===== src/verilog/ipv_map.vh =====
// Register map, field layout, reset values and vector table of the interrupt priority unit
`ifndef IPV_MAP_VH
`define IPV_MAP_VH

// APB byte addresses
`define IPV_ADDR_PRIO_MISC 16'h103C
`define IPV_ADDR_CTRL 16'h1040
`define IPV_ADDR_STATUS 16'h1044
`define IPV_ADDR_SER_STAT 16'h1048
`define IPV_ADDR_SER_DATA 16'h104C

// priority_and_mode_misc fields
`define IPV_BOOT_BIT 7
`define IPV_SPECIAL_MODE_BIT_BIT 6
`define IPV_MDA_BIT 5
`define IPV_RVIS_BIT 4
`define IPV_PSEL_HI 3
`define IPV_PSEL_LO 0
`define IPV_PSEL_RESET 4'h6
// Edges after internal reset release before the mode pins are captured
`define IPV_SETTLE_CNT 2'h2

// Control register fields
`define IPV_CTL_WDOG_DIS 0
`define IPV_CTL_CLK_FAIL_EN 1
`define IPV_CTL_RX_IE 2
`define IPV_CTL_TXE_IE 3
`define IPV_CTL_TXC_IE 4
`define IPV_CTL_IDLE_IE 5
`define IPV_CTL_WIDTH 6
`define IPV_CTL_RESET 6'h00

// Serial status fields as read back
`define IPV_SER_RXF 5
`define IPV_SER_OVR 3

// Maskable source indices in default priority order, 0 is highest
`define IPV_NSRC 15
`define IPV_SRC_EXT 4'h0
`define IPV_SRC_PER 4'h1
`define IPV_SRC_CAP1 4'h2
`define IPV_SRC_C4C5 4'h9
`define IPV_SRC_TOVF 4'hA
`define IPV_SRC_SER 4'hE

// Vector addresses
`define IPV_VEC_MASK_TOP 16'hFFF2
`define IPV_VEC_NONMASK_REQUEST_PIN 16'hFFF4
`define IPV_VEC_SWI 16'hFFF6
`define IPV_VEC_ILLEGAL 16'hFFF8
`define IPV_VEC_WDOG 16'hFFFA
`define IPV_VEC_CLKMON 16'hFFFC
`define IPV_VEC_RESET 16'hFFFE

`endif


===== src/verilog/ipv_arbiter.v =====
// Maskable source arbitration with one promoted source
`include "ipv_map.vh"
`default_nettype none
module ipv_arbiter #(
	parameter NSRC = `IPV_NSRC
) (
	input wire [NSRC-1:0] req_in,
	input wire [3:0] psel_in,
	output reg valid_out,
	output reg [3:0] index_out
);
	// Map a select code to a source index; the reserved code falls back to the pin
	function [3:0] psel_to_index;
		input [3:0] code;
		begin
			case (code)
				4'h0: psel_to_index = `IPV_SRC_TOVF;
				4'h1: psel_to_index = `IPV_SRC_TOVF + 4'h1;
				4'h2: psel_to_index = `IPV_SRC_TOVF + 4'h2;
				4'h3: psel_to_index = `IPV_SRC_TOVF + 4'h3;
				4'h4: psel_to_index = `IPV_SRC_SER;
				4'h5: psel_to_index = `IPV_SRC_EXT;
				4'h6: psel_to_index = `IPV_SRC_EXT;
				4'h7: psel_to_index = `IPV_SRC_PER;
				default: psel_to_index = code - 4'h6;
			endcase
		end
	endfunction

	reg [3:0] promo;
	integer i;

	always @* begin
		promo = psel_to_index(psel_in);
		valid_out = 1'b0;
		index_out = 4'h0;
		// Scan from lowest priority so the highest pending one wins
		for (i = NSRC - 1; i >= 0; i = i - 1) begin
			if (req_in[i]) begin
				valid_out = 1'b1;
				index_out = i[3:0];
			end
		end
		// Promotion only reorders; a promoted source still needs its own request
		if (req_in[promo]) begin
			index_out = promo;
		end
	end
endmodule
`default_nettype wire


===== src/verilog/ipv_rx_flag.v =====
// Receive-full flag with status-then-data automatic clear
`default_nettype none
module ipv_rx_flag (
	input wire clk_in,
	input wire rst_b_in,
	input wire set_in,
	input wire status_rd_in,
	input wire data_rd_in,
	output wire flag_out
);
	reg flag_reg;
	reg armed_reg;

	assign flag_out = flag_reg;

	always @(posedge clk_in or negedge rst_b_in) begin
		if (!rst_b_in) begin
			flag_reg <= 1'b0;
			armed_reg <= 1'b0;
		end else begin
			// A new byte arriving in the clearing cycle keeps the flag set
			if (set_in) begin
				flag_reg <= 1'b1;
			end else if (data_rd_in && armed_reg) begin
				flag_reg <= 1'b0;
			end
			if (set_in || data_rd_in) begin
				armed_reg <= 1'b0;
			end else if (status_rd_in && flag_reg) begin
				armed_reg <= 1'b1;
			end
		end
	end
endmodule
`default_nettype wire


===== src/verilog/ipv_top.v =====
// Interrupt priority and vector unit with mode and visibility register on APB
//
// Design decision made here: the APB register port.
`include "ipv_map.vh"
`default_nettype none
module ipv_top #(
	parameter NSRC = `IPV_NSRC
) (
	input wire sys_clk_in,
	input wire rst_b_in,
	input wire psel,
	input wire penable,
	input wire pwrite,
	input wire [15:0] paddr,
	input wire [31:0] pwdata,
	output reg [31:0] prdata,
	output reg pready,
	output reg pslverr,
	input wire mode_pin_a_in,
	input wire mode_pin_b_in,
	input wire ext_req_b_in,
	input wire nonmask_request_pin_b_in,
	input wire i_mask_in,
	input wire x_mask_in,
	input wire illegal_op_in,
	input wire swi_in,
	input wire wdog_timeout_in,
	input wire clock_fail_in,
	input wire [12:0] periph_flag_in,
	input wire [12:0] periph_en_in,
	input wire rx_set_in,
	input wire [7:0] rx_data_in,
	input wire overrun_in,
	input wire tx_empty_in,
	input wire tx_done_in,
	input wire idle_line_in,
	input wire service_start_in,
	output reg irq_pending_out,
	output reg [15:0] vector_out,
	output reg special_mode_out,
	output reg mode_a_out,
	output reg read_vis_out,
	output reg eclk_drive_out
);
	reg rst_meta_reg;
	reg rst_sync_reg;
	wire rst_b;
	reg [1:0] mode_pin_a_sync_reg;
	reg [1:0] mode_pin_b_sync_reg;
	reg [1:0] ext_sync_reg;
	reg [1:0] nonmask_request_pin_sync_reg;
	reg captured_reg;
	reg [1:0] settle_reg;
	wire [4:0] addr_sel;
	localparam SEL_PRIO = 0;
	localparam SEL_CTRL = 1;
	localparam SEL_SSTAT = 3;
	localparam SEL_SDATA = 4;
	reg boot_rom_read_bit_reg;
	reg special_mode_bit_reg;
	reg mode_a_bit_reg;
	reg read_visibility_clock_out_reg;
	reg [3:0] psel_field_reg;
	reg [`IPV_CTL_WIDTH-1:0] ctrl_reg;
	wire [7:0] prio_misc_value;
	wire apb_done;
	wire wr_en;
	wire rd_en;
	wire rx_full_flag;
	wire ser_req;
	wire [NSRC-1:0] mask_req;
	wire arb_valid;
	wire [3:0] arb_index;
	reg [15:0] vec_next;
	reg any_next;
	reg hit;
	reg [31:0] rdata;

	// Reset released through two flops; assertion stays asynchronous
	always @(posedge sys_clk_in or negedge rst_b_in) begin
		if (!rst_b_in) begin
			rst_meta_reg <= 1'b0;
			rst_sync_reg <= 1'b0;
		end else begin
			rst_meta_reg <= 1'b1;
			rst_sync_reg <= rst_meta_reg;
		end
	end
	assign rst_b = rst_sync_reg;

	// Pins from outside pass two flops before any logic
	always @(posedge sys_clk_in or negedge rst_b) begin
		if (!rst_b) begin
			mode_pin_a_sync_reg <= 2'b00;
			mode_pin_b_sync_reg <= 2'b00;
			ext_sync_reg <= 2'b11;
			nonmask_request_pin_sync_reg <= 2'b11;
		end else begin
			mode_pin_a_sync_reg <= {mode_pin_a_sync_reg[0], mode_pin_a_in};
			mode_pin_b_sync_reg <= {mode_pin_b_sync_reg[0], mode_pin_b_in};
			ext_sync_reg <= {ext_sync_reg[0], ext_req_b_in};
			nonmask_request_pin_sync_reg <= {nonmask_request_pin_sync_reg[0], nonmask_request_pin_b_in};
		end
	end

	// One-hot register select, shared by write strobes, flag clears and the error decode
	function [4:0] addr_decode;
		input [15:0] addr;
		begin
			case (addr)
				`IPV_ADDR_PRIO_MISC: addr_decode = 5'h01;
				`IPV_ADDR_CTRL: addr_decode = 5'h02;
				`IPV_ADDR_STATUS: addr_decode = 5'h04;
				`IPV_ADDR_SER_STAT: addr_decode = 5'h08;
				`IPV_ADDR_SER_DATA: addr_decode = 5'h10;
				default: addr_decode = 5'h00;
			endcase
		end
	endfunction

	assign addr_sel = addr_decode(paddr);

	// APB: one wait state, answer registered
	assign apb_done = psel && penable && pready;
	assign wr_en = apb_done && pwrite;
	assign rd_en = apb_done && !pwrite;

	// Synchronisers restart from their reset value, so capture waits until both stages refill
	always @(posedge sys_clk_in or negedge rst_b) begin
		if (!rst_b) begin
			settle_reg <= 2'h0;
		end else if (settle_reg != `IPV_SETTLE_CNT) begin
			settle_reg <= settle_reg + 2'h1;
		end
	end

	// Mode pins are caught once the synchronisers hold settled post-reset levels
	always @(posedge sys_clk_in or negedge rst_b) begin
		if (!rst_b) begin
			captured_reg <= 1'b0;
			boot_rom_read_bit_reg <= 1'b0;
			special_mode_bit_reg <= 1'b0;
			mode_a_bit_reg <= 1'b0;
			read_visibility_clock_out_reg <= 1'b0;
			psel_field_reg <= `IPV_PSEL_RESET;
			ctrl_reg <= `IPV_CTL_RESET;
		end else if (!captured_reg) begin
			// Writes are held off until the mode is known
			if (settle_reg == `IPV_SETTLE_CNT) begin
				captured_reg <= 1'b1;
				special_mode_bit_reg <= ~mode_pin_b_sync_reg[1];
				mode_a_bit_reg <= mode_pin_a_sync_reg[1];
				boot_rom_read_bit_reg <= ~mode_pin_b_sync_reg[1] & ~mode_pin_a_sync_reg[1];
				read_visibility_clock_out_reg <= ~mode_pin_b_sync_reg[1] & mode_pin_a_sync_reg[1];
			end
		end else if (wr_en && addr_sel[SEL_PRIO]) begin
			if (special_mode_bit_reg) begin
				boot_rom_read_bit_reg <= pwdata[`IPV_BOOT_BIT];
				special_mode_bit_reg <= pwdata[`IPV_SPECIAL_MODE_BIT_BIT];
				mode_a_bit_reg <= pwdata[`IPV_MDA_BIT];
			end else begin
				boot_rom_read_bit_reg <= 1'b0;
			end
			read_visibility_clock_out_reg <= pwdata[`IPV_RVIS_BIT];
			// Changing the order with interrupts live could race the arbitration
			if (i_mask_in) begin
				psel_field_reg <= pwdata[`IPV_PSEL_HI:`IPV_PSEL_LO];
			end
		end else if (wr_en && addr_sel[SEL_CTRL]) begin
			ctrl_reg <= pwdata[`IPV_CTL_WIDTH-1:0];
		end else if (!special_mode_bit_reg) begin
			boot_rom_read_bit_reg <= 1'b0;
		end
	end

	assign prio_misc_value = {boot_rom_read_bit_reg & special_mode_bit_reg,
		special_mode_bit_reg, mode_a_bit_reg, read_visibility_clock_out_reg,
		psel_field_reg};

	ipv_rx_flag u_rx_flag (
		.clk_in(sys_clk_in),
		.rst_b_in(rst_b),
		.set_in(rx_set_in),
		.status_rd_in(rd_en && addr_sel[SEL_SSTAT]),
		.data_rd_in(rd_en && addr_sel[SEL_SDATA]),
		.flag_out(rx_full_flag)
	);

	assign ser_req = ((rx_full_flag | overrun_in) & ctrl_reg[`IPV_CTL_RX_IE]) |
		(tx_empty_in & ctrl_reg[`IPV_CTL_TXE_IE]) |
		(tx_done_in & ctrl_reg[`IPV_CTL_TXC_IE]) |
		(idle_line_in & ctrl_reg[`IPV_CTL_IDLE_IE]);

	// Slot 0 is the pin, 1..13 the peripherals, 14 the serial group
	assign mask_req[`IPV_SRC_EXT] = ~ext_sync_reg[1] & ~i_mask_in;
	genvar g;
	generate
		for (g = 1; g < NSRC - 1; g = g + 1) begin : gen_mreq
			assign mask_req[g] = periph_flag_in[g-1] & periph_en_in[g-1] & ~i_mask_in;
		end
	endgenerate
	assign mask_req[`IPV_SRC_SER] = ser_req & ~i_mask_in;

	ipv_arbiter #(
		.NSRC(NSRC)
	) u_arbiter (
		.req_in(mask_req),
		.psel_in(psel_field_reg),
		.valid_out(arb_valid),
		.index_out(arb_index)
	);

	// Vector table: fixed per source, independent of promotion
	always @* begin
		any_next = 1'b1;
		if (clock_fail_in && ctrl_reg[`IPV_CTL_CLK_FAIL_EN]) begin
			vec_next = `IPV_VEC_CLKMON;
		end else if (wdog_timeout_in && !ctrl_reg[`IPV_CTL_WDOG_DIS]) begin
			vec_next = `IPV_VEC_WDOG;
		end else if (!nonmask_request_pin_sync_reg[1] && !x_mask_in) begin
			vec_next = `IPV_VEC_NONMASK_REQUEST_PIN;
		end else if (illegal_op_in) begin
			vec_next = `IPV_VEC_ILLEGAL;
		end else if (swi_in) begin
			vec_next = `IPV_VEC_SWI;
		end else if (arb_valid) begin
			vec_next = `IPV_VEC_MASK_TOP - {11'h000, arb_index, 1'b0};
		end else begin
			any_next = 1'b0;
			vec_next = `IPV_VEC_RESET;
		end
	end

	// Vector is latched at service start so a late arrival cannot move it mid-fetch
	always @(posedge sys_clk_in or negedge rst_b) begin
		if (!rst_b) begin
			irq_pending_out <= 1'b0;
			vector_out <= `IPV_VEC_RESET;
		end else begin
			irq_pending_out <= any_next & captured_reg;
			if (service_start_in) begin
				vector_out <= vec_next;
			end
		end
	end

	// Expanded modes: visibility; single-chip and bootstrap: E clock gate
	always @(posedge sys_clk_in or negedge rst_b) begin
		if (!rst_b) begin
			special_mode_out <= 1'b0;
			mode_a_out <= 1'b0;
			read_vis_out <= 1'b0;
			eclk_drive_out <= 1'b0;
		end else begin
			special_mode_out <= special_mode_bit_reg;
			mode_a_out <= mode_a_bit_reg;
			read_vis_out <= mode_a_bit_reg & read_visibility_clock_out_reg;
			eclk_drive_out <= mode_a_bit_reg | ~read_visibility_clock_out_reg;
		end
	end

	always @* begin
		hit = |addr_sel;
		rdata = 32'h0000_0000;
		case (paddr)
			`IPV_ADDR_PRIO_MISC: rdata = {24'h000000, prio_misc_value};
			`IPV_ADDR_CTRL: rdata = {26'h0000000, ctrl_reg};
			`IPV_ADDR_STATUS: rdata = {15'h0000, any_next, vec_next};
			`IPV_ADDR_SER_STAT: rdata = {24'h000000, 2'b00, rx_full_flag, 1'b0,
				overrun_in, 3'b000};
			`IPV_ADDR_SER_DATA: rdata = {24'h000000, rx_data_in};
			default: rdata = 32'h0000_0000;
		endcase
	end

	always @(posedge sys_clk_in or negedge rst_b) begin
		if (!rst_b) begin
			pready <= 1'b0;
			pslverr <= 1'b0;
			prdata <= 32'h0000_0000;
		end else begin
			pready <= psel && penable && !pready;
			if (psel && penable && !pready) begin
				pslverr <= ~hit;
				prdata <= pwrite ? 32'h0000_0000 : rdata;
			end else begin
				pslverr <= 1'b0;
			end
		end
	end
endmodule
`default_nettype wire

===== config.mk =====
export PLATFORM = sky130hd
export DESIGN_NAME = ipv_top
export DESIGN_NICKNAME = d
export VERILOG_FILES = /design/src/verilog/ipv_arbiter.v /design/src/verilog/ipv_rx_flag.v /design/src/verilog/ipv_top.v
export VERILOG_INCLUDE_DIRS = /design/src /design/src/verilog
export SDC_FILE = /design/constraint.sdc
export NUM_CORES = 1
export LEC_CHECK = 0
export BUFFER_PORTS_ARGS = -buffer_cell sky130_fd_sc_hd__buf_2
export CORE_MARGIN = 3
export CORE_UTILIZATION = 35
export CTS_BUF_LIST = sky130_fd_sc_hd__clkbuf_16
export DETAILED_ROUTE_END_ITERATION = 6
export GPL_ROUTABILITY_DRIVEN = 0
export GPL_TIMING_DRIVEN = 0
export SLEW_MARGIN = 20
export SYNTH_ARGS = -nofsm -noshare
export SYNTH_HDL_FRONTEND = slang
export SYNTH_SLANG_ARGS = --single-unit

===== constraint.sdc =====
create_clock -name sys_clk_in -period 4.2 [get_ports sys_clk_in]
set_clock_uncertainty 0.15 [all_clocks]
set_input_delay 0.21 -clock sys_clk_in [delete_from_list [all_inputs] [get_ports sys_clk_in]]
set_output_delay 0.21 -clock sys_clk_in [all_outputs]
set_load 0.01 [all_outputs]

; ---- Word level (Yosys, flattened, before mapping)
; Cells that the tools add are included.
[totals]
regBits = 84
in_bits = 103
word_cells = 200
[op_classes]
add_sub_neg = 3
n_lt_le_gt_ge = 1
eq_ne = 18
muxes = 73
bitwise = 49
n_reduce_logical = 31
[op_table]
columns = operator, n
row1 = 16-bit 2-to-1 mux, 6
row2 = 17-bit case mux with 5 select lines, 1
row3 = 16-bit by 13-bit equality test with 1-bit output (second input constant), 5
row4 = 4-bit 2-to-1 mux, 16
row5 = 1-bit 2-to-1 mux, 46
row6 = 1-bit AND, 37
row7 = 4-bit case mux with 7 select lines, 1
row8 = 5-bit case mux with 5 select lines, 1
row9 = 17-bit 2-to-1 mux, 1
row10 = 4-bit by 3-bit equality test with 1-bit output (second input constant), 4
row11 = 1-bit logical AND, 14
row12 = 3-bit AND reduction, 4
row13 = 4-bit by 2-bit equality test with 1-bit output (second input constant), 2
row14 = 1-bit inverter, 7
row15 = 5-bit by 6-bit subtractor with 7-bit output (first input constant), 1
row16 = 2-bit nonzero test, 3
row17 = 1-bit zero test, 5
row18 = 4-bit by 5-bit less-than comparator with 1-bit output (second input constant), 1
row19 = 1-bit OR, 5
row20 = 5-bit OR reduction, 1
row21 = 1-bit binary-select mux with 4-bit select, 1
row22 = 4-bit by 1-bit equality test with 1-bit output (second input constant), 1
row23 = 4-bit zero test, 1
row24 = 2-bit by 1-bit inequality test with 1-bit output (second input constant), 2
row25 = other kinds (9), 9

; ---- Depth between registers and ports, before layout
; Gate-level depths: netlist of run 1.
[depth]
depth_word = 31
mapped_depth = 15
ltp_nobuf = 14

; ---- Hierarchy
; Synthesis of run 1 repeated with hierarchy kept, for this count alone.
[unflattened]
cells_unflattened = 342
area_unflattened_um2 = 3225.6
[by_module_without_submodules]
columns = mod, n_inst, cells_each, area_each_um2
row1 = ipv_top, 1, 268, 2643.8
row2 = ipv_arbiter, 1, 68, 510.5
row3 = ipv_rx_flag, 1, 6, 71.3

; ---- Least setup slack after synthesis of run 1
; OpenSTA, ideal clock, no wires.
[synth_path]
path_type = register to register
startpoint = register psel_field_reg[1]
endpoint = register prdata[4]
setup_time_ns = 0.086
arrival_time_ns = 2.841
t_required_ns = 3.964
setup_slack_ns = 1.123
stages_incl_launch_ff = 14
n_path_buf = 1
cell_sequence = dfstp_2 -> buf_2 -> nor3b_1 -> o31ai_1 -> o311ai_0 -> o21ai_0 -> o21ai_0 -> inv_1 -> nor2_1 -> a21oi_1 -> ha_1 -> mux2_2 -> and2_1 -> o221ai_2
[synth_via]
elab_chain_len = 15
[synth_rtl]
columns = item, line
row1 = "start, declared", ipv_top.v:63  ; reg [3:0] psel_field_reg;
row2 = "start signal, assigned", ipv_top.v:145  ; psel_field_reg <= `IPV_PSEL_RESET;
row3 = "start signal, assigned", ipv_top.v:167  ; psel_field_reg <= pwdata[`IPV_PSEL_HI:`IPV_PSEL_LO];
row4 = "parallel branches: the longest is 2 deep, another holds 4-bit by 3-bit subtractor with 4-bit output", --
row5 = 4-bit case mux with 7 select lines *, ipv_arbiter.v:16  ; case (code)
row6 = 1-bit binary-select mux with 4-bit select, ipv_arbiter.v:45  ; if (req_in[promo]) begin
row7 = 1-bit 2-to-1 mux (not written as such), ipv_arbiter.v:45
row8 = 4-bit 2-to-1 mux *, ipv_arbiter.v:45
row9 = 5-bit by 6-bit subtractor with 7-bit output (no line) *, --
row10 = 16-bit 2-to-1 mux *, ipv_top.v:226  ; end else if (arb_valid) begin
row11 = 16-bit 2-to-1 mux *, ipv_top.v:224  ; end else if (swi_in) begin
row12 = 16-bit 2-to-1 mux *, ipv_top.v:222  ; end else if (illegal_op_in) begin
row13 = 16-bit 2-to-1 mux *, ipv_top.v:220  ; end else if (!nonmask_request_pin_sync_reg[1] && !x_mask_in) begin
row14 = 16-bit 2-to-1 mux *, ipv_top.v:218  ; end else if (wdog_timeout_in && !ctrl_reg[`IPV_CTL_WDOG_DIS]) begin
row15 = 16-bit 2-to-1 mux *, ipv_top.v:216  ; if (clock_fail_in && ctrl_reg[`IPV_CTL_CLK_FAIL_EN]) begin
row16 = 17-bit case mux with 5 select lines *, ipv_top.v:265  ; case (paddr)
row17 = 17-bit 2-to-1 mux *, ipv_top.v:285  ; prdata <= pwrite ? 32'h0000_0000 : rdata;
row18 = "end signal, assigned", ipv_top.v:285
row19 = "end, declared", ipv_top.v:16  ; output reg [31:0] prdata,
; Mark *: on every way between the ends. The select of a mux whose other input is x is not followed.
; A chain may end at the register's enable or synchronous reset.

; ---- Final worst setup path of run 1
[layout_path]
startpoint = register psel_field_reg[1]
endpoint = register prdata[3]
; The elaborated chain is that of the path after synthesis.

==> impl_results.rst, run 1 <==
.. list-table::
   :header-rows: 1

   * - Metric
     - Value
   * - Run status
     - finished clean
   * - Avg WL per Cell
     - about 15 um
   * - Final Hold Violating Endpoints
     - 0
   * - Post-synth ARST share
     - 1.00
   * - Critical path data required time
     - about 4.2 ns
   * - GR Layer Usage met3
     - 0.0375
   * - Overall die height
     - ~100 um
   * - Biggest cell delay along the critical path
     - a little under 0.7 ns
   * - Fin Setup TNS
     - 0 ns
   * - Portion of the post-synthesis area used by sequential elements
     - 0.415
   * - Max-cap viol count
     - 0
   * - CTS Buf Count
     - 5
   * - Number of instances in the placed design
     - about 560
   * - Clock-pin slew on the worst setup and hold paths
     - about 0.060 ns
   * - Number of ports placed on the die boundary
     - between 150 and 200
   * - Crit path DAT
     - 3.72 ns
   * - Buf+Inv Stages, Crit Path
     - 2
   * - Initial antenna violation count
     - 0
   * - Nature of the critical path startpoint
     - register
   * - Fraction of the core area covered by cells at the end of the flow
     - 0.486
   * - Chip Width
     - around 100 um
   * - Maximum number of pins on one net before global-route repair
     - 27
   * - Buffer type at the clock tree root
     - sky130_fd_sc_hd__clkbuf_16
   * - Maximum fanout along the worst path
     - 9
   * - Global route total overflow
     - 0
   * - Number of buffers on the longest clock path
     - 2
   * - GRT Util Overall
     - 0.168
   * - Family with the most delay on the worst path
     - compound AO/OA/AOI/OAI gates
   * - First-pass GRT wire length
     - roughly 13000 um
   * - Clk Latency, worst-skew pair
     - ~0.29 ns
   * - Deepest level of the CTS H-tree
     - 2
   * - Mean instance size in the synthesized netlist
     - 9.52 um^2
   * - Count of flip-flops with a built-in enable after synthesis
     - 0
   * - Met1 global-route usage
     - 0.235
   * - Nets
     - about 580
   * - Number of cells produced by synthesis
     - 327
   * - Count of unique library cells instantiated by Yosys
     - 65
   * - Total of warnings raised by yosys
     - 0
   * - Peak supply drop
     - around 0.17 mV
   * - Starting Density
     - 0.369
   * - Crit path max-delay cell type
     - sky130_fd_sc_hd__o31ai_1
   * - Drt drc
     - 0
   * - Post-Syn Area
     - between 3000 and 4000 um^2
   * - Post-route ant nets
     - 0
   * - Layout cells sized above 1
     - 0.392
   * - CP Capture Type
     - register
   * - Floorplan die area
     - around 10000 um^2
   * - Worst hold-check path type
     - in2reg
   * - Vias in the first global route
     - 2681
   * - Drt initial violations
     - 176
   * - Clock tree from TritonCTS
     - built
   * - Post-DP HPWL
     - just under 7000 um
   * - Rows
     - 33
   * - Via count
     - around 2900
   * - Highest achievable clock rate
     - between 200 and 300 MHz
   * - Max-slew violations
     - 0
   * - Number of synthesized register bits
     - 51
   * - Total length of routed wires
     - 8400 um
   * - Setup Viol. Count Final
     - 0
   * - Slew @ Worst Pin
     - about 0.81 ns
   * - Relative max-transition margin
     - 0.459
   * - GRT Max-Usage Layer
     - met2
   * - Worst slack on hold paths
     - between 0.015 and 0.02 ns
   * - DR vias/cell
     - between 5 and 6
   * - Number of antenna diodes
     - 0
   * - Cell Chain, Critical Path
     - buf_2 -> nor3b_1 -> o31ai_1 -> o2111ai_1 -> nand3_1 -> o21ai_0 -> inv_1 -> nor2_1 -> a21oi_1 -> ha_1 -> o21bai_1 -> a21oi_1 -> nor2_1 -> o221ai_1
   * - Total of cells resized after clock tree synthesis
     - 0
   * - Critical path class
     - reg2reg
   * - Syn-to-layout area delta
     - 31.5%
   * - Met2 track demand over resource in global routing
     - 0.270
   * - Number of flip-flops in the largest register
     - 10
   * - Shortest clock period the worst path allows after layout
     - 3.73 ns
   * - Share of the clock period used by the worst path after layout
     - 0.889
   * - Leakage Power
     - a little under 2 nW
   * - Count of buffers inserted at the top-level ports
     - ~110
   * - Core region area
     - roughly 8400 um^2
   * - Unrepaired setup endpoints after global routing
     - no
   * - TritonCTS sink count
     - 51
   * - Final Non-Filler Cells
     - 577
   * - TritonRoute pass-1 iters
     - 5
   * - Ys flop type
     - sky130_fd_sc_hd__dfrtp_1
   * - Power density of the placed cells
     - 260 nW/um^2
   * - Total design power
     - between 1 and 1.5 mW
==> power breakdown <==
part	total [mW]	switching [mW]	internal, mW
sequential	0.521	0.0121	0.509
combinational	0.162	0.0826	0.0790
clock	0.383	0.165	0.217
==> routing by layer <==
layer	vias to the layer above	share of wire
met5	-	0
met4	0	0.0033
met3	2	0.076
met2	119	0.47
met1	1376	0.46
li1	1444	-
==> what timing repair did <==
action                    in CTS  in global routing
hold endpoints to repair       8                  0
buffers inserted               0                  0
hold buffers                   6                  0
==> path summary, 6_finish.rpt <==
path                            slack, ns  cells past startpoint                end              start
worst max-delay path                 0.47                     14          prdata[3]  psel_field_reg[1]
max in group asynchronous            3.15                      1      vector_out[3]              rst_b
worst max register to register       0.47                     14          prdata[3]  psel_field_reg[1]
min in group asynchronous            0.08                      2       rst_meta_reg           rst_b_in
worst min register to register       0.14                      0             pready              rst_b
worst min-delay path                 0.02                      2  psel_field_reg[3]          pwdata[3]
==> Yosys cell counts (3+ instances only) <==
cell | n | share of area
sky130_fd_sc_hd__nand3_1 | 12 | 0.019
sky130_fd_sc_hd__and2_1 | 6 | 0.012
sky130_fd_sc_hd__a21oi_1 | 17 | 0.027
sky130_fd_sc_hd__buf_2 | 3 | 0.0048
sky130_fd_sc_hd__buf_4 | 33 | 0.080
sky130_fd_sc_hd__a22oi_1 | 3 | 0.0072
sky130_fd_sc_hd__nor2_1 | 21 | 0.025
sky130_fd_sc_hd__clkbuf_1 | 6 | 0.0072
sky130_fd_sc_hd__dfrtp_1 | 40 | 0.32
sky130_fd_sc_hd__a222oi_1 | 7 | 0.023
sky130_fd_sc_hd__nand2_1 | 30 | 0.036
sky130_fd_sc_hd__ha_1 | 3 | 0.012
sky130_fd_sc_hd__a31oi_1 | 6 | 0.012
sky130_fd_sc_hd__dfstp_2 | 11 | 0.093
sky130_fd_sc_hd__o21ai_0 | 15 | 0.024
sky130_fd_sc_hd__nor4_1 | 4 | 0.0080
sky130_fd_sc_hd__nor3_1 | 6 | 0.0097
sky130_fd_sc_hd__nor2b_1 | 6 | 0.012
sky130_fd_sc_hd__a21o_1 | 3 | 0.0072
sky130_fd_sc_hd__inv_1 | 8 | 0.0097
sky130_fd_sc_hd__a41oi_1 | 6 | 0.017
sky130_fd_sc_hd__mux2_2 | 13 | 0.047
sky130_fd_sc_hd__nand4_1 | 4 | 0.0080
sky130_fd_sc_hd__o221ai_1 | 4 | 0.011
sky130_fd_sc_hd__a32o_1 | 3 | 0.0097
sky130_fd_sc_hd__nand2b_1 | 6 | 0.012
==> layout by cell type (no fill, tap or decap), drive strengths merged, types with 7 or more instances in the layout <==
cell type | synthesis | layout
a21oi | 17 | 17
a222oi | 7 | 7
buf | 39 | 145
clkbuf | 6 | 11
conb | 2 | 27
dfrtp | 40 | 40
dfstp | 11 | 11
inv | 8 | 9
mux2 | 13 | 13
nand2 | 31 | 31
nand3 | 12 | 12
nor2 | 22 | 22
nor2b | 7 | 7
o21ai | 15 | 15
==> worst reg2reg max path: cells and delay by family, from the launching register on <==
kind,cells,cell delay [ns]
AOI/OAI and AO/OA,7,1.76
DFF,1,0.53
buffers and inverters,2,0.41
adders and majority gates,1,0.25
and+or+nand+nor,4,0.48
==> logic make-up after synthesis <==
| group | share of synthesized area |
|---|---|
| xor+xnor | 0.00282 |
| simple gates | 0.201 |
| mux | 0.0470 |
| other cells | 0.00241 |
| buf+inv | 0.110 |
| compound gates | 0.209 |
| flops | 0.415 |
| fa+ha+maj | 0.0121 |
==> stage by stage <==
step	instance area, um^2	setup WS [ns]
after floorplan	3210	1.12
after global placement	3860	0.494
after detailed placement	3890	0.560
after CTS	4090	0.524
after global routing	4090	0.103
final	4090	0.467
==> area by class of cell <==
class | instances | area, um^2
flip-flops and latches | 51 | 1290
clock buffers | 5 | 125
fillers | 854 | 4330
well taps | 105 | 131
repair buffers | 112 | 613
clock inverters | 3 | 16.3
plain buffers | 45 | 304
multi-input cells | 247 | 1570
inverters | 9 | 38.8
(Power assumes the default switching activity.)
==> run 2, diff against run 1 <==
--- a/config.mk
+++ b/config.mk
@@ -8,11 +8,12 @@
 export LEC_CHECK = 0
 export BUFFER_PORTS_ARGS = -buffer_cell sky130_fd_sc_hd__buf_2
 export CORE_MARGIN = 3
-export CORE_UTILIZATION = 35
+export CORE_UTILIZATION = 40
 export CTS_BUF_LIST = sky130_fd_sc_hd__clkbuf_16
 export DETAILED_ROUTE_END_ITERATION = 6
 export GPL_ROUTABILITY_DRIVEN = 0
 export GPL_TIMING_DRIVEN = 0
+export PLACE_DENSITY = 0.72
 export SLEW_MARGIN = 20
 export SYNTH_ARGS = -nofsm -noshare
 export SYNTH_HDL_FRONTEND = slang
==> run 2 against run 1 <==
  * Hold slack worse by 0.0019 ns
  * Highest routed layer unchanged
  * Non-clock buffer count stayed put
  * Sequential power about the same
  * Largest power group unchanged
==> impl_results.rst, run 2 (synthesized netlist as in run 1, its figures left out) <==
.. list-table::
   :header-rows: 1

   * - Metric
     - Value
   * - Initial antenna violation count
     - 0
   * - Critical path class
     - reg2reg
   * - Post-DP HPWL
     - around 6700 um
   * - Top library cells by usage in the layout, fill and taps aside
     - sky130_fd_sc_hd__buf_2 (108), sky130_fd_sc_hd__dfrtp_1 (39), sky130_fd_sc_hd__buf_4 (33)
   * - Crit path DAT
     - 3.71 ns
   * - Crit path max-delay cell type
     - sky130_fd_sc_hd__o31ai_1
   * - Internal power consumption
     - just over 0.8 mW
   * - Relative contribution of the clock network to total power
     - 0.376
   * - Biggest cell delay along the critical path
     - 0.67 ns
   * - Chip Width
     - about 94 um
   * - Flop-to-flop setup slack
     - around 0.48 ns
   * - Worst hold-check path type
     - in2reg
   * - Hold_sp
     - pwdata[3]
   * - Total length of routed wires
     - 8290 um
   * - Nets
     - about 580
   * - Setup Viol. Count Final
     - 0
   * - Leakage Power
     - 1.97 nW
   * - Core region area
     - 7410 um^2
   * - Slew @ Worst Pin
     - between 0.7 and 0.8 ns
   * - Nature of the critical path startpoint
     - register
   * - Final Hold Violating Endpoints
     - 0
   * - Switching Power
     - approximately 0.28 mW
   * - Fraction of the core area covered by cells at the end of the flow
     - 0.552
   * - Seq pwr share
     - 0.476
   * - Number of antenna diodes
     - 0
   * - Via count
     - slightly below 3000
   * - Most common cell after layout, fill and taps aside
     - sky130_fd_sc_hd__buf_2
   * - TritonCTS sink count
     - about 50
   * - GRT Util Overall
     - 0.189
   * - Maximum number of pins on one net before global-route repair
     - 26
   * - Drt drc
     - 0
   * - Setup Buffers After CTS
     - 0
   * - Switching Fraction
     - 0.256
   * - Highest achievable clock rate
     - about 270 MHz
   * - Unrepaired setup endpoints after global routing
     - no
   * - First-pass GRT wire length
     - 13300 um
   * - Combinational cell fraction of total power
     - 0.148
   * - Count of buffers inserted at the top-level ports
     - 105
   * - Drt initial violations
     - approximately 140
   * - Maximum fanout along the worst path
     - 9
   * - Deepest level of the CTS H-tree
     - 2
   * - Rows
     - 31
   * - Share of the clock period used by the worst path after layout
     - 0.885
   * - CP Capture Type
     - register
   * - Clock tree from TritonCTS
     - built
   * - Launch instance of the worst register-to-register path
     - psel_field_reg[1]
   * - Vias in the first global route
     - between 2000 and 3000
   * - Peak supply drop
     - ~0.17 mV
   * - Syn-to-layout area delta
     - 31.4%
   * - Critical path data required time
     - ~4.2 ns
   * - Clock-pin slew on the worst setup and hold paths
     - approximately 0.07 ns
   * - Global route total overflow
     - 0
   * - Hold path endpoint
     - psel_field_reg[3]
   * - TritonRoute pass-1 iters
     - 4
   * - Post-route ant nets
     - 0
   * - Layout cells sized above 1
     - 0.396
   * - Run status
     - finished clean
   * - Overall die height
     - 94.2 um
   * - CTS Buf Count
     - 5
   * - Power density of the placed cells
     - about 270 nW/um^2
   * - Avg WL per Cell
     - about 15 um
   * - Cell Chain, Critical Path
     - buf_2 -> nor3b_1 -> o31ai_1 -> o2111ai_1 -> nand3_1 -> o21ai_0 -> inv_1 -> nor2_1 -> a21oi_1 -> ha_1 -> o21bai_1 -> a21oi_1 -> nor2_1 -> o221ai_1
   * - Number of ports placed on the die boundary
     - 158
   * - Hold path cells
     - 2
   * - Relative max-transition margin
     - 0.479
   * - Buffer type at the clock tree root
     - sky130_fd_sc_hd__clkbuf_16
   * - Shortest clock period the worst path allows after layout
     - approximately 3.7 ns
   * - Starting Density
     - 0.420
   * - Clk Latency, worst-skew pair
     - around 0.29 ns
   * - Max-cap viol count
     - 0
   * - Max-slew violations
     - 0
   * - Fin Setup TNS
     - 0 ns
   * - Number of buffers on the longest clock path
     - 2
   * - Endpoint of the worst register-to-register path
     - prdata[3]
   * - Floorplan die area
     - between 8000 and 9000 um^2
   * - Number of flip-flops in the largest register
     - 10
   * - Cell depth of the worst flop-to-flop path
     - 14
   * - DR vias/cell
     - 5.11
run 2: cell types whose count changed in the layout (fill, tap and decap cells not counted), sizes merged:
| cell | previous run | this run |
|---|---|---|
| clkinv | 3 | 2 |
| clkinvlp | 0 | 1 |
run 2: cell type report:
cell class / count / area, um^2
buffer: 45 / 304
clock buffer: 5 / 125
clock inverter: 3 / 27.5
fill: 700 / 3320
inverter: 9 / 38.8
multi-input combinational: 247 / 1570
sequential: 51 / 1290
tap: 99 / 124
timing repair buffer: 112 / 606
run 2: routing by layer:
layer / GRT usage / share of wire
met3: 0.0304 / 0.071
met5: 0 / 0
met1: 0.265 / 0.45
met4: 0.0361 / 0.0058
met2: 0.309 / 0.47
run 2: per-stage QoR:
step | instance area (um^2) | cells | hold WS [ns] | setup slack [ns] | total power, mW
after floorplan | 3210 | 352 | -0.236 | 1.12 | 0.614
after global placement | 3850 | 556 | -0.154 | 0.603 | 0.679
after detailed placement | 3880 | 557 | -0.153 | 0.616 | 0.685
after CTS | 4090 | 571 | 0.0138 | 0.555 | 1.10
after global routing | 4090 | 571 | 0.0227 | 0.0850 | 1.15
final | 4090 | 571 | 0.0170 | 0.485 | 1.09
run 2: worst max-delay path by stage:
stage | start | slack (ns) | cells past startpoint | end
floorplan | psel_field_reg[1] | 1.12 | 13 | prdata[4]
global placement | psel_field_reg[1] | 0.60 | 14 | prdata[3]
detailed placement | psel_field_reg[1] | 0.62 | 14 | prdata[3]
CTS | psel_field_reg[1] | 0.56 | 14 | prdata[3]
global route | psel_field_reg[1] | 0.08 | 14 | prdata[3]
finish | psel_field_reg[1] | 0.48 | 14 | prdata[3]
run 2: repair_timing:
item                      CTS  global route
hold endpoints to repair    8             0
hold buffers                6             0
resized for setup           0             0
run 2: critical path: cells and delay by family, from the launching register on:
kind | cells | cell delay, ns
compound gates | 7 | 1.74
flops | 1 | 0.53
buf+inv | 2 | 0.38
simple gates | 4 | 0.49
fa+ha+maj | 1 | 0.26
run 2: power by group through the flow:
| stage | clock network (mW) | logic [mW] | registers [mW] |
|---|---|---|---|
| 5_1_grt | 0.444 | 0.179 | 0.523 |
| 6_report | 0.411 | 0.162 | 0.520 |
| 3_5_place_dp | 0 | 0.155 | 0.530 |
| 2_1_floorplan | 0 | 0.0807 | 0.533 |
| 3_3_place_gp | 0 | 0.146 | 0.534 |
| 4_1_cts | 0.422 | 0.160 | 0.521 |
==> run 3, diff against run 2 <==
--- a/config.mk
+++ b/config.mk
@@ -8,12 +8,14 @@
 export LEC_CHECK = 0
 export BUFFER_PORTS_ARGS = -buffer_cell sky130_fd_sc_hd__buf_2
 export CORE_MARGIN = 3
-export CORE_UTILIZATION = 40
+export CORE_UTILIZATION = 45
 export CTS_BUF_LIST = sky130_fd_sc_hd__clkbuf_16
 export DETAILED_ROUTE_END_ITERATION = 6
 export GPL_ROUTABILITY_DRIVEN = 0
 export GPL_TIMING_DRIVEN = 0
-export PLACE_DENSITY = 0.72
+export MAX_ROUTING_LAYER = met4
+export PLACE_DENSITY = 0.79
+export SETUP_SLACK_MARGIN = 0.4
 export SLEW_MARGIN = 20
 export SYNTH_ARGS = -nofsm -noshare
 export SYNTH_HDL_FRONTEND = slang
==> run 3 against run 2 <==
  * Sequential share of layout area grew 0.13 points
  * Via count rose by 4.6%
  * First-iteration DRC count grew 59%
  * Largest cell class unchanged
==> impl_results.rst, run 3 (synthesized netlist as in run 1, its figures left out) <==
.. list-table::
   :header-rows: 1

   * - Metric
     - Value
   * - Critical path data required time
     - about 4.3 ns
   * - Number of flip-flops in the largest register
     - 10
   * - Top library cells by usage in the layout, fill and taps aside
     - sky130_fd_sc_hd__buf_2 (108), sky130_fd_sc_hd__dfrtp_1 (39), sky130_fd_sc_hd__buf_4 (33)
   * - Nature of the critical path startpoint
     - register
   * - Slew @ Worst Pin
     - 0.789 ns
   * - GRT Util Overall
     - 0.218
   * - Switching Fraction
     - 0.258
   * - Number of buffers on the longest clock path
     - 2
   * - Post-DP HPWL
     - between 6000 and 7000 um
   * - Fin Setup TNS
     - 0 ns
   * - Combinational cell fraction of total power
     - 0.149
   * - Chip Width
     - 89.2 um
   * - Final Hold Violating Endpoints
     - 0
   * - Setup slack at placement
     - around 0.57 ns
   * - Max-slew violations
     - 0
   * - Count of buffers inserted at the top-level ports
     - between 100 and 150
   * - Most common cell after layout, fill and taps aside
     - sky130_fd_sc_hd__buf_2
   * - Crit path max-delay cell type
     - sky130_fd_sc_hd__dfstp_2
   * - Clk Latency, worst-skew pair
     - 0.29 ns
   * - Number of ports placed on the die boundary
     - around 160
   * - Via count
     - 3054
   * - Peak supply drop
     - ~0.23 mV
   * - Number of antenna diodes
     - 0
   * - Avg WL per Cell
     - between 10 and 15 um
   * - Vias in the first global route
     - between 2000 and 3000
   * - Maximum fanout along the worst path
     - 10
   * - Final Non-Filler Cells
     - ~550
   * - Worst slack on hold paths
     - between 0.02 and 0.025 ns
   * - Total design power
     - ~1.1 mW
   * - Deepest level of the CTS H-tree
     - 2
   * - Leakage Power
     - roughly 2 nW
   * - Critical path class
     - reg2reg
   * - Initial antenna violation count
     - 0
   * - Overall die height
     - roughly 90 um
   * - Setup Viol. Count Final
     - 0
   * - Biggest cell delay along the critical path
     - between 0.5 and 0.6 ns
   * - Total length of routed wires
     - 8220 um
   * - Clock-pin slew on the worst setup and hold paths
     - roughly 0.070 ns
   * - Post-route ant nets
     - 0
   * - Relative contribution of the clock network to total power
     - 0.376
   * - First-pass GRT wire length
     - roughly 13000 um
   * - Highest achievable clock rate
     - approximately 280 MHz
   * - Rows
     - 29
   * - Share of the clock period used by the worst path after layout
     - 0.842
   * - Layout cells sized above 1
     - 0.398
   * - Maximum number of pins on one net before global-route repair
     - 26
   * - Power density of the placed cells
     - between 200 and 300 nW/um^2
   * - Buffer type at the clock tree root
     - sky130_fd_sc_hd__clkbuf_16
   * - Syn-to-layout area delta
     - 30.9%
   * - TritonRoute pass-1 iters
     - 5
   * - Internal power consumption
     - between 0.8 and 0.9 mW
   * - Switching Power
     - roughly 0.28 mW
   * - Drt initial violations
     - about 230
   * - Number of instances in the placed design
     - approximately 540
   * - Nets
     - 577
   * - CP Capture Type
     - register
   * - Relative max-transition margin
     - 0.469
   * - Run status
     - finished clean
   * - Clock tree from TritonCTS
     - built
   * - Min setup slack post-route
     - 0.665 ns
   * - Cell Chain, Critical Path
     - buf_2 -> clkbuf_1 -> nand4_1 -> a21oi_1 -> o21ai_0 -> o21ai_0 -> inv_1 -> a21oi_1 -> ha_1 -> mux2_2 -> and2_1 -> o221ai_2
   * - DR vias/cell
     - about 5.6
   * - Shortest clock period the worst path allows after layout
     - roughly 3.5 ns
   * - Core region area
     - between 6000 and 7000 um^2
   * - Drt drc
     - 0
   * - TritonCTS sink count
     - 51
   * - Unrepaired setup endpoints after global routing
     - no
   * - Global route total overflow
     - 0
   * - Max-cap viol count
     - 0
   * - Crit path DAT
     - 3.59 ns
   * - Starting Density
     - 0.476
   * - Worst hold-check path type
     - in2reg
   * - Floorplan die area
     - approximately 7900 um^2
   * - Seq pwr share
     - 0.475
   * - CTS Buf Count
     - 5
-- run 3: power by group through the flow --
stage          sequential, mW  combinational, mW  clock, mW
6_report                0.521              0.163      0.413
5_1_grt                 0.523              0.182      0.442
4_1_cts                 0.521              0.161      0.422
3_5_place_dp            0.530              0.156          0
3_3_place_gp            0.533              0.146          0
2_1_floorplan           0.533             0.0807          0
-- run 3: through the flow --
step / area (um^2) / utilization
6_report: 4070 / 0.624
5_1_grt: 4070 / 0.624
4_1_cts: 4070 / 0.623
3_5_place_dp: 3860 / 0.590
3_3_place_gp: 3830 / 0.586
2_1_floorplan: 3210 / -
-- run 3: repair_timing --
action / CTS / global route
endpoints found under the setup margin: 0 / 4
endpoints found under the hold margin: 8 / 0
buffers inserted: 0 / 0
resized for setup: 0 / 1
hold buffers: 6 / 0
-- run 3: final cells by class --
class	count	area, um^2
fill	550	2460
multi-input combinational	247	1580
sequential	51	1290
timing repair buffer	112	613
buffer	45	304
clock buffer	5	125
tap	77	96.3
inverter	9	38.8
clock inverter	3	26.3
-- run 3: worst max-delay path, delay by kind of cell, from the launching register on --
kind	cells	cell delay, ns
AO/OA/AOI/OAI	5	1.17
adder cells (fa/ha/maj)	1	0.18
buffers and inverters	3	0.75
flip-flops	1	0.54
multiplexers	1	0.33
AND/OR/NAND/NOR	2	0.33
-- run 3: path summary, 6_finish.rpt --
kind                                    from  slack [ns]                         endpoint  cells past startpoint
setup / recovery           psel_field_reg[1]        0.66                        prdata[4]                     12
hold / removal                     pwdata[3]        0.02                      ctrl_reg[3]                      2
setup reg to reg           psel_field_reg[1]        0.66                        prdata[4]                     12
hold reg to reg                        rst_b        0.13           mode_pin_a_sync_reg[0]                      0
max in group asynchronous              rst_b        3.16  nonmask_request_pin_sync_reg[0]                      1
min in group asynchronous           rst_b_in        0.07                     rst_meta_reg                      2
-- run 3: layer usage --
| layer | vias to the layer above | share of wire | global-route usage |
|---|---|---|---|
| li1 | 1459 | - | - |
| met1 | 1418 | 0.43 | 0.286 |
| met2 | 160 | 0.47 | 0.342 |
| met3 | 17 | 0.091 | 0.0406 |
| met4 | 0 | 0.017 | 0.0690 |
| met5 | - | 0 | - |
